File: src/verilog/emb_pkg.sv
// shared constants for the embedded multiplier tile
package emb_pkg;

  // operand and product widths
  localparam int unsigned EMB_WIDE_W   = 18;
  localparam int unsigned EMB_NARROW_W = 9;
  localparam int unsigned EMB_PROD_W   = 36;
  localparam int unsigned EMB_HALF_W   = 18;

  // register bus geometry
  localparam int unsigned EMB_ADDR_W = 4;
  localparam int unsigned EMB_DATA_W = 32;
  localparam int unsigned EMB_BE_W   = 4;

  // byte offsets of the register words
  localparam logic [3:0] EMB_OFS_CTRL   = 4'h0;
  localparam logic [3:0] EMB_OFS_PROD_L = 4'h4;
  localparam logic [3:0] EMB_OFS_PROD_H = 4'h8;

  // control register field positions
  localparam int unsigned EMB_CTRL_MODE_BIT  = 0;
  localparam int unsigned EMB_CTRL_AREG_BIT  = 1;
  localparam int unsigned EMB_CTRL_BREG_BIT  = 2;
  localparam int unsigned EMB_CTRL_SREG_BIT  = 3;
  localparam int unsigned EMB_CTRL_OREG_BIT  = 4;
  localparam int unsigned EMB_CTRL_W         = 5;

  // control reset value: wide mode, every stage bypassed
  localparam logic [4:0] EMB_CTRL_RST = 5'h00;

  // high product word field positions
  localparam int unsigned EMB_PH_TOP_W      = 4;
  localparam int unsigned EMB_PH_SIGNED_BIT = 8;
  localparam int unsigned EMB_PH_MODE_BIT   = 9;

  // multiplier arrangement
  typedef enum logic {
    EMB_MODE_WIDE,
    EMB_MODE_NARROW
  } emb_mode_t;

endpackage

File: src/verilog/emb_mul.sv
// embedded multiplier tile with avalon-mm configuration port
//
// Added by the designer: the Avalon-MM slave port and the address map.
`timescale 1ns/1ns

module emb_mul
  import emb_pkg::*;
#(
  parameter int unsigned WIDE_W   = EMB_WIDE_W,
  parameter int unsigned NARROW_W = EMB_NARROW_W
) (
  input  wire logic                  core_clk_in,
  input  wire logic                  rst_b_in,
  // tile datapath
  input  wire logic                  tile_ena_in,
  input  wire logic                  tile_aclr_in,
  input  wire logic [EMB_WIDE_W-1:0] oper_a_in,
  input  wire logic [EMB_WIDE_W-1:0] oper_b_in,
  input  wire logic                  sign_a_in,
  input  wire logic                  sign_b_in,
  output logic      [EMB_PROD_W-1:0] product_out,
  output logic                       product_signed_out,
  // avalon-mm slave
  input  wire logic [EMB_ADDR_W-1:0] avs_address_in,
  input  wire logic                  avs_read_in,
  input  wire logic                  avs_write_in,
  input  wire logic [EMB_DATA_W-1:0] avs_writedata_in,
  input  wire logic [EMB_BE_W-1:0]   avs_byteenable_in,
  output logic      [EMB_DATA_W-1:0] avs_readdata_out,
  output logic                       avs_waitrequest_out
);

  // widen an operand to 18 bits: sign-extend when signed, zero-extend otherwise
  function automatic logic [EMB_WIDE_W-1:0] ext_narrow(
    input logic [EMB_NARROW_W-1:0] v,
    input logic                    sgn
  );
    logic fill;
    fill = sgn & v[EMB_NARROW_W-1];
    ext_narrow = {{(EMB_WIDE_W-EMB_NARROW_W){fill}}, v};
  endfunction

  // 18x18 with per-operand sign; a 19-bit signed view covers both cases exactly
  function automatic logic [EMB_PROD_W-1:0] mul_wide(
    input logic [EMB_WIDE_W-1:0] a,
    input logic [EMB_WIDE_W-1:0] b,
    input logic                  sa,
    input logic                  sb
  );
    logic signed [EMB_WIDE_W:0]     ea;
    logic signed [EMB_WIDE_W:0]     eb;
    logic signed [2*EMB_WIDE_W+1:0] p;
    ea = $signed({sa & a[EMB_WIDE_W-1], a});
    eb = $signed({sb & b[EMB_WIDE_W-1], b});
    p  = ea * eb;
    mul_wide = p[EMB_PROD_W-1:0];
  endfunction

  // narrow lanes keep 18 product bits each: enough for any 9x9 sign mix
  function automatic logic [EMB_PROD_W-1:0] pack_lanes(
    input logic [EMB_PROD_W-1:0] hi,
    input logic [EMB_PROD_W-1:0] lo
  );
    pack_lanes = {hi[EMB_HALF_W-1:0], lo[EMB_HALF_W-1:0]};
  endfunction

  // ---------------------------------------------------------------
  // register bus
  // ---------------------------------------------------------------
  // map: ctrl at 0x0, product low word at 0x4, product high word at 0x8
  // ctrl bits: mode, a stage, b stage, sign stage, output stage (bit 0 up)
  // high word: product top nibble, signed flag at bit 8, mode at bit 9
  // product words are read-only; a torn pair is possible while enabled
  logic [EMB_CTRL_W-1:0] ctrl_q;
  logic [EMB_CTRL_W-1:0] ctrl_d;
  logic                  wait_q;
  logic                  wait_d;
  logic [EMB_DATA_W-1:0] rdata_q;
  logic [EMB_DATA_W-1:0] rdata_d;
  logic                  bus_req;
  logic                  wr_commit;
  logic                  rd_take;
  logic                  ctrl_wr;

  assign bus_req   = avs_read_in | avs_write_in;
  assign wr_commit = avs_write_in & ~wait_q;
  assign rd_take   = avs_read_in & wait_q;
  assign ctrl_wr   = wr_commit & (avs_address_in == EMB_OFS_CTRL) & avs_byteenable_in[0];

  // one wait cycle per access: request seen, then released at the next edge
  always_comb begin
    wait_d = 1'b1;
    if (bus_req && wait_q) begin
      wait_d = 1'b0;
    end
  end

  always_ff @(posedge core_clk_in or negedge rst_b_in) begin
    if (!rst_b_in) begin
      wait_q <= 1'b1;
    end else begin
      wait_q <= wait_d;
    end
  end

  // only the low byte lane carries control bits; other lanes are ignored
  // writes to the product words fall through here and are dropped
  always_comb begin
    ctrl_d = ctrl_q;
    if (ctrl_wr) begin
      ctrl_d = avs_writedata_in[EMB_CTRL_W-1:0];
    end
  end

  always_ff @(posedge core_clk_in or negedge rst_b_in) begin
    if (!rst_b_in) begin
      ctrl_q <= EMB_CTRL_RST;
    end else begin
      ctrl_q <= ctrl_d;
    end
  end

  // read word is chosen from the address alone; the flop decides when it lands
  always_comb begin
    rdata_d = '0;
    case (avs_address_in)
      EMB_OFS_CTRL: begin
        rdata_d[EMB_CTRL_W-1:0] = ctrl_q;
      end
      EMB_OFS_PROD_L: begin
        rdata_d = product_out[EMB_DATA_W-1:0];
      end
      EMB_OFS_PROD_H: begin
        rdata_d[EMB_PH_TOP_W-1:0]  = product_out[EMB_PROD_W-1:EMB_DATA_W];
        rdata_d[EMB_PH_SIGNED_BIT] = product_signed_out;
        rdata_d[EMB_PH_MODE_BIT]   = ctrl_q[EMB_CTRL_MODE_BIT];
      end
      default: begin
        rdata_d = '0;
      end
    endcase
  end

  // load only when a read is taken, so the word stands until the next read
  always_ff @(posedge core_clk_in or negedge rst_b_in) begin
    if (!rst_b_in) begin
      rdata_q <= 32'h0000_0000;
    end else if (rd_take) begin
      rdata_q <= rdata_d;
    end
  end

  assign avs_waitrequest_out = wait_q;
  assign avs_readdata_out    = rdata_q;

  // ---------------------------------------------------------------
  // tile configuration
  // ---------------------------------------------------------------
  emb_mode_t mode;
  logic      a_reg_en;
  logic      b_reg_en;
  logic      s_reg_en;
  logic      o_reg_en;

  assign mode     = ctrl_q[EMB_CTRL_MODE_BIT] ? EMB_MODE_NARROW : EMB_MODE_WIDE;
  assign a_reg_en = ctrl_q[EMB_CTRL_AREG_BIT];
  assign b_reg_en = ctrl_q[EMB_CTRL_BREG_BIT];
  assign s_reg_en = ctrl_q[EMB_CTRL_SREG_BIT];
  assign o_reg_en = ctrl_q[EMB_CTRL_OREG_BIT];

  // ---------------------------------------------------------------
  // input stage
  // ---------------------------------------------------------------
  logic [EMB_WIDE_W-1:0] a_q;
  logic [EMB_WIDE_W-1:0] b_q;
  logic                  sa_q;
  logic                  sb_q;
  logic                  tile_clr;

  // either the fabric clear or the system reset empties the tile
  assign tile_clr = ~rst_b_in | tile_aclr_in;

  always_ff @(posedge core_clk_in or posedge tile_clr) begin
    if (tile_clr) begin
      a_q <= 18'h0_0000;
    end else if (tile_ena_in) begin
      a_q <= oper_a_in;
    end
  end

  always_ff @(posedge core_clk_in or posedge tile_clr) begin
    if (tile_clr) begin
      b_q <= 18'h0_0000;
    end else if (tile_ena_in) begin
      b_q <= oper_b_in;
    end
  end

  // sign flops sit at the input stage so they line up with registered operands
  // both share one enable, but the sign stage has its own bypass bit, so a sign change lands a cycle apart from its data if it differs from the a/b stages
  always_ff @(posedge core_clk_in or posedge tile_clr) begin
    if (tile_clr) begin
      sa_q <= 1'b0;
    end else if (tile_ena_in) begin
      sa_q <= sign_a_in;
    end
  end

  always_ff @(posedge core_clk_in or posedge tile_clr) begin
    if (tile_clr) begin
      sb_q <= 1'b0;
    end else if (tile_ena_in) begin
      sb_q <= sign_b_in;
    end
  end

  logic [EMB_WIDE_W-1:0] a_sel;
  logic [EMB_WIDE_W-1:0] b_sel;
  logic                  sa_sel;
  logic                  sb_sel;

  // each stage is a mux around its flop, picked live from the control word
  always_comb begin
    a_sel  = oper_a_in;
    b_sel  = oper_b_in;
    sa_sel = sign_a_in;
    sb_sel = sign_b_in;
    if (a_reg_en) begin
      a_sel = a_q;
    end
    if (b_reg_en) begin
      b_sel = b_q;
    end
    // unregistered sign follows the live pin, so a run-time change hits this cycle
    if (s_reg_en) begin
      sa_sel = sa_q;
      sb_sel = sb_q;
    end
  end

  // ---------------------------------------------------------------
  // multiplier array
  // ---------------------------------------------------------------
  logic [EMB_PROD_W-1:0] prod_wide;
  logic [EMB_PROD_W-1:0] prod_lo_full;
  logic [EMB_PROD_W-1:0] prod_hi_full;
  logic [EMB_WIDE_W-1:0] a_lo_x;
  logic [EMB_WIDE_W-1:0] b_lo_x;
  logic [EMB_WIDE_W-1:0] a_hi_x;
  logic [EMB_WIDE_W-1:0] b_hi_x;
  logic [EMB_PROD_W-1:0] prod_comb;
  logic                  signed_comb;

  assign prod_wide = mul_wide(a_sel, b_sel, sa_sel, sb_sel);

  // narrow lanes are pre-extended, so they multiply as signed on the wide path
  // and neither lane can carry into the other
  assign a_lo_x = ext_narrow(a_sel[EMB_NARROW_W-1:0], sa_sel);
  assign b_lo_x = ext_narrow(b_sel[EMB_NARROW_W-1:0], sb_sel);
  assign a_hi_x = ext_narrow(a_sel[2*EMB_NARROW_W-1:EMB_NARROW_W], sa_sel);
  assign b_hi_x = ext_narrow(b_sel[2*EMB_NARROW_W-1:EMB_NARROW_W], sb_sel);

  assign prod_lo_full = mul_wide(a_lo_x, b_lo_x, 1'b1, 1'b1);
  assign prod_hi_full = mul_wide(a_hi_x, b_hi_x, 1'b1, 1'b1);

  always_comb begin
    case (mode)
      EMB_MODE_WIDE: begin
        prod_comb = prod_wide;
      end
      EMB_MODE_NARROW: begin
        prod_comb = pack_lanes(prod_hi_full, prod_lo_full);
      end
      default: begin
        prod_comb = '0;
      end
    endcase
  end

  assign signed_comb = sa_sel | sb_sel;

  // ---------------------------------------------------------------
  // output stage
  // ---------------------------------------------------------------
  logic [EMB_PROD_W-1:0] p_q;
  logic                  ps_q;
  logic [EMB_PROD_W-1:0] out_q;
  logic                  out_s_q;

  // optional product stage
  always_ff @(posedge core_clk_in or posedge tile_clr) begin
    if (tile_clr) begin
      p_q <= 36'h0_0000_0000;
    end else if (tile_ena_in) begin
      p_q <= prod_comb;
    end
  end

  always_ff @(posedge core_clk_in or posedge tile_clr) begin
    if (tile_clr) begin
      ps_q <= 1'b0;
    end else if (tile_ena_in) begin
      ps_q <= signed_comb;
    end
  end

  // final flop keeps outputs glitch free; bypass of the optional stage only
  // removes its cycle, so total latency is 1, 2 or 3 edges
  // the bypass mux reads the live control bit, so a change mid-stream
  // may drop or repeat one product; quiesce the tile before switching
  always_ff @(posedge core_clk_in or posedge tile_clr) begin
    if (tile_clr) begin
      out_q <= 36'h0_0000_0000;
    end else if (tile_ena_in) begin
      out_q <= o_reg_en ? p_q : prod_comb;
    end
  end

  always_ff @(posedge core_clk_in or posedge tile_clr) begin
    if (tile_clr) begin
      out_s_q <= 1'b0;
    end else if (tile_ena_in) begin
      out_s_q <= o_reg_en ? ps_q : signed_comb;
    end
  end

  assign product_out        = out_q;
  assign product_signed_out = out_s_q;

endmodule

File: config.mk
export PLATFORM = sky130hd
export DESIGN_NAME = emb_mul
export DESIGN_NICKNAME = d
export VERILOG_FILES = /design/src/verilog/emb_pkg.sv /design/src/verilog/emb_mul.sv
export SDC_FILE = /design/constraint.sdc
export NUM_CORES = 2
export LEC_CHECK = 0
export ABC_AREA = 1
export BUFFER_PORTS_ARGS = -buffer_cell sky130_fd_sc_hd__buf_4
export CAP_MARGIN = 10
export CORE_UTILIZATION = 45
export DETAILED_ROUTE_END_ITERATION = 8
export SYNTH_ARGS = -nofsm -noshare
export SYNTH_HDL_FRONTEND = slang
export SYNTH_SLANG_ARGS = --single-unit
File: constraint.sdc
create_clock -name core_clk_in -period 8.85 [get_ports core_clk_in]
set_clock_uncertainty 0.1 [all_clocks]
set_input_delay 0.885 -clock core_clk_in [delete_from_list [all_inputs] [get_ports core_clk_in]]
set_output_delay 0.885 -clock core_clk_in [all_outputs]
set_load 0.02 [all_outputs]
==> impl_results.html <==
<table>
<tr><th>Metric</th><th>Value</th></tr>
<tr><th colspan="2">STA</th></tr>
<tr><td>Setup TNS after final layout</td><td>0 ps</td></tr>
<tr><td>Fin. Hold Viols</td><td>0</td></tr>
<tr><td>Crit share post-route</td><td>0.932</td></tr>
<tr><td>Worst slew margin relative to its limit</td><td>0.218</td></tr>
<tr><td>Final-report setup violation count</td><td>0</td></tr>
<tr><td>Final period demand of the worst path</td><td>8250 ps</td></tr>
<tr><td>Worst Slack Setup Final</td><td>601 ps</td></tr>
<tr><td>Final max-slew violation count</td><td>0</td></tr>
<tr><td>Fmax</td><td>121 MHz</td></tr>
<tr><td>Setup repair after global routing missed its margin</td><td>no</td></tr>
<tr><td>Actual transition at the worst max-transition pin</td><td>1170 ps</td></tr>
<tr><td>Worst Hold Slack</td><td>174 ps</td></tr>
<tr><th colspan="2">Logic synthesis</th></tr>
<tr><td>#FFs+latches synth</td><td>150</td></tr>
<tr><td>Most repeated cell in the gate-level netlist after synthesis</td><td>sky130_fd_sc_hd__inv_1</td></tr>
<tr><td>Leading cell types by count after synthesis</td><td>sky130_fd_sc_hd__inv_1 (712), sky130_fd_sc_hd__nand2_1 (700), sky130_fd_sc_hd__fa_1 (450)</td></tr>
<tr><td>Cells after Synth</td><td>3146</td></tr>
<tr><td>Post-synth EDFFs</td><td>0</td></tr>
<tr><td>Mean Syn Cell Area</td><td>7.94 um2</td></tr>
<tr><td>Primary flip-flop cell chosen by synthesis mapping</td><td>sky130_fd_sc_hd__dfrtp_1</td></tr>
<tr><td>Ys Warns</td><td>0</td></tr>
<tr><td>Top cell type's share of synthesized area</td><td>0.361</td></tr>
<tr><td>Cell type with the largest total area after synthesis</td><td>sky130_fd_sc_hd__fa_1</td></tr>
<tr><td>Sequential element share of the synthesized area</td><td>0.150</td></tr>
<tr><td>Library cells used by synthesis</td><td>44</td></tr>
<tr><td>Post-synthesis net count</td><td>3864</td></tr>
<tr><td>Fraction of registers with async set or reset after synthesis</td><td>1.00</td></tr>
<tr><td>Cell types occupying the most area after synthesis</td><td>sky130_fd_sc_hd__fa_1 (36%), sky130_fd_sc_hd__dfrtp_1 (15%), sky130_fd_sc_hd__inv_1 (11%)</td></tr>
<tr><td>Post-synthesis instance area</td><td>25000 um2</td></tr>
<tr><th colspan="2">Die</th></tr>
<tr><td>IO Pins</td><td>154</td></tr>
<tr><td>Number of rows created at floorplan</td><td>86</td></tr>
<tr><td>Full die area</td><td>56500 um2</td></tr>
<tr><td>Die W</td><td>238 um</td></tr>
<tr><td>Initial cell density of the core</td><td>0.454</td></tr>
<tr><td>Area of the placeable core</td><td>55000 um2</td></tr>
<tr><td>Die height</td><td>238 um</td></tr>
<tr><th colspan="2">Global routing</th></tr>
<tr><td>Residual overflow from global routing</td><td>0</td></tr>
<tr><td>Via count of the first global-routing pass</td><td>21.2k</td></tr>
<tr><td>Met3 Use GR</td><td>0.0360</td></tr>
<tr><td>Largest net degree at the start of global routing</td><td>111</td></tr>
<tr><td>Global-route wire length before repair</td><td>120000 um</td></tr>
<tr><td>Total global-route track usage</td><td>0.284</td></tr>
<tr><td>GRT busiest layer</td><td>met2</td></tr>
<tr><td>Number of antenna violations at the first check in global routing</td><td>0</td></tr>
<tr><td>Global-route track usage on met2</td><td>0.488</td></tr>
<tr><td>Met1 demand-to-capacity share in global routing</td><td>0.370</td></tr>
<tr><th colspan="2">Clock network</th></tr>
<tr><td>Total number of clock tree sinks</td><td>150</td></tr>
<tr><td>Clock-pin slew reported for the worst setup and hold paths after clock tree synthesis</td><td>90 ps</td></tr>
<tr><td>Maximum count of clock buffers along a single path</td><td>2</td></tr>
<tr><td>CTS HTree Levels</td><td>4</td></tr>
<tr><td>Worst-skew pair later-pin latency</td><td>500 ps</td></tr>
<tr><td>Library cell used as clock root buffer</td><td>sky130_fd_sc_hd__clkbuf_16</td></tr>
<tr><td>CTS tree</td><td>done</td></tr>
<tr><td>Clock buffers created by TritonCTS</td><td>17</td></tr>
<tr><th colspan="2">Critical path</th></tr>
<tr><td>Startpoint type of the worst setup path</td><td>register</td></tr>
<tr><td>Path depth of the worst reg2reg path</td><td>27</td></tr>
<tr><td>Cell at the slowest stage of the critical path</td><td>sky130_fd_sc_hd__fa_1</td></tr>
<tr><td>Total stage count of the critical path</td><td>27</td></tr>
<tr><td>Top delay family on crit path</td><td>adder cells</td></tr>
<tr><td>Worst r2r dst</td><td>product_out[34]</td></tr>
<tr><td>Register-to-register path setup slack</td><td>600 ps</td></tr>
<tr><td>Worst setup path start</td><td>ctrl_q[2]</td></tr>
<tr><td>Buffers and inverters on the worst path</td><td>7</td></tr>
<tr><td>Slowest cell delay on critical path</td><td>890 ps</td></tr>
<tr><td>Worst setup endpoint</td><td>product_out[34]</td></tr>
<tr><td>Max Fanout on Critical Path</td><td>22</td></tr>
<tr><td>Type of element capturing the critical path</td><td>register</td></tr>
<tr><td>Reg-to-reg startpoint</td><td>ctrl_q[2]</td></tr>
<tr><td>Worst path required time</td><td>9140 ps</td></tr>
<tr><td>Class of the most critical setup path</td><td>reg2reg</td></tr>
<tr><td>Worst Path Arrival</td><td>8540 ps</td></tr>
<tr><th colspan="2">Route</th></tr>
<tr><td>Pre-antenna DRT Iters</td><td>5</td></tr>
<tr><td>Drt total wl</td><td>76900 um</td></tr>
<tr><td>Post-detailed-route wirelength per cell</td><td>19.1 um</td></tr>
<tr><td>Number of vias per cell</td><td>5.16</td></tr>
<tr><td>Starting DRC count in detailed routing</td><td>1628</td></tr>
<tr><td>Number of nets with antenna violations after routing</td><td>0</td></tr>
<tr><td>Total DRC errors in the routed layout</td><td>0</td></tr>
<tr><td>Routed via count</td><td>20.8k</td></tr>
<tr><th colspan="2">Finish</th></tr>
<tr><td>Post-route cell area</td><td>27600 um2</td></tr>
<tr><td>Area delta synth-&gt;final</td><td>10.6%</td></tr>
<tr><td>Antenna diode count</td><td>0</td></tr>
<tr><td>Number of nets at the end of the flow</td><td>3988</td></tr>
<tr><td>Ratio of cells with drive above 1 in the final layout</td><td>0.0829</td></tr>
<tr><th colspan="2">Run status</th></tr>
<tr><td>Outcome</td><td>finished clean</td></tr>
<tr><th colspan="2">Place</th></tr>
<tr><td>Placed Area</td><td>27000 um2</td></tr>
<tr><td>Quantity of I/O buffers inserted on ports</td><td>123</td></tr>
<tr><td>Worst slack, placed</td><td>358 ps</td></tr>
<tr><td>GP Congestion</td><td>0.951</td></tr>
<tr><td>Post-detailed-placement half-perimeter wirelength</td><td>64600 um</td></tr>
<tr><th colspan="2">Run</th></tr>
<tr><td>Max Cap Violations</td><td>0</td></tr>
<tr><th colspan="2">Worst hold path</th></tr>
<tr><td>Kind of path behind the tightest hold check</td><td>in2async</td></tr>
</table>
cell usage in the layout, fill, tap and decap left out, types with 5 or more instances in the layout:
cell type,synthesis,routed
sky130_fd_sc_hd__clkinv_1,9,9
sky130_fd_sc_hd__nor3_1,13,13
sky130_fd_sc_hd__nand3b_1,13,13
sky130_fd_sc_hd__inv_2,8,8
sky130_fd_sc_hd__a31oi_1,21,21
sky130_fd_sc_hd__buf_4,3,193
sky130_fd_sc_hd__nand3_2,6,6
sky130_fd_sc_hd__nand2_1,700,700
sky130_fd_sc_hd__fa_1,450,450
sky130_fd_sc_hd__ha_1,184,184
sky130_fd_sc_hd__o31ai_1,6,6
sky130_fd_sc_hd__inv_6,0,5
sky130_fd_sc_hd__xor2_1,13,13
sky130_fd_sc_hd__xnor2_1,8,8
sky130_fd_sc_hd__o22ai_1,5,5
sky130_fd_sc_hd__clkbuf_16,0,17
sky130_fd_sc_hd__or2_2,7,7
sky130_fd_sc_hd__nor2_1,304,303
sky130_fd_sc_hd__dfrtp_1,149,149
sky130_fd_sc_hd__o21ai_1,21,27
sky130_fd_sc_hd__nand3_1,131,131
sky130_fd_sc_hd__clkinv_8,0,6
sky130_fd_sc_hd__o21ai_2,7,7
sky130_fd_sc_hd__a21oi_1,90,90
sky130_fd_sc_hd__o21ai_0,143,137
sky130_fd_sc_hd__inv_1,712,712
sky130_fd_sc_hd__nand2_2,9,9
sky130_fd_sc_hd__nand4_1,13,13
sky130_fd_sc_hd__o21bai_1,6,6
how the worst min path moves through the flow:
stage                     slack, ps               to  depth (start not counted)    startpoint
final                           170  product_out[13]                          2  tile_aclr_in
after global routing            160  product_out[13]                          2  tile_aclr_in
after CTS                       140  product_out[13]                          2  tile_aclr_in
after detailed placement        360           p_q[3]                          2        p_q[3]
after global placement          360           p_q[3]                          2        p_q[3]
after floorplan                 340          b_q[16]                          2       b_q[16]
sequential cells by signal, summed over array words and instances (netlist names), 5 cells and up:
register          flops
p_q                  36
a_q                  18
avs_readdata_out     32
b_q                  18
product_out          36
ctrl_q                5
metal layers:
layer  share of wire  vias to the layer above
li1                -                     9675
met1            0.41                    10353
met2            0.50                      640
met3           0.053                      119
met4           0.031                        0
met5               0                        -
layout make-up:
class | instances | area, um2
Clock inverter | 15 | 180
Multi-Input combinational cell | 2178 | 18100
Clock buffer | 17 | 425
Timing Repair Buffer | 194 | 1470
Fill cell | 5399 | 27300
Sequential cell | 150 | 3750
Inverter | 729 | 2740
Tap cell | 748 | 936
kinds of logic after synthesis:
logic type | synth area share
and+or+nand+nor | 0.196
buffers and inverters | 0.124
adders and majority gates | 0.453
AOI/OAI and AO/OA | 0.0691
DFF | 0.150
xor gates and xnor gates | 0.00736
muxes | 0.000401
repair_timing:
| action | CTS | global route |
|---|---|---|
| endpoints found under the setup margin | 0 | 2 |
| resized for setup | 0 | 1 |
| hold buffers | 0 | 0 |
| buffers inserted | 0 | 0 |
per-stage QoR:
step / cells / util
2_1_floorplan: 3146 / -
3_3_place_gp: 3999 / 0.492
3_5_place_dp: 3999 / 0.492
4_1_cts: 4031 / 0.503
5_1_grt: 4031 / 0.503
6_report: 4031 / 0.503
Power is not shown: default switching activity piles up to over one toggle a cycle in this logic, so the estimate is an artifact.
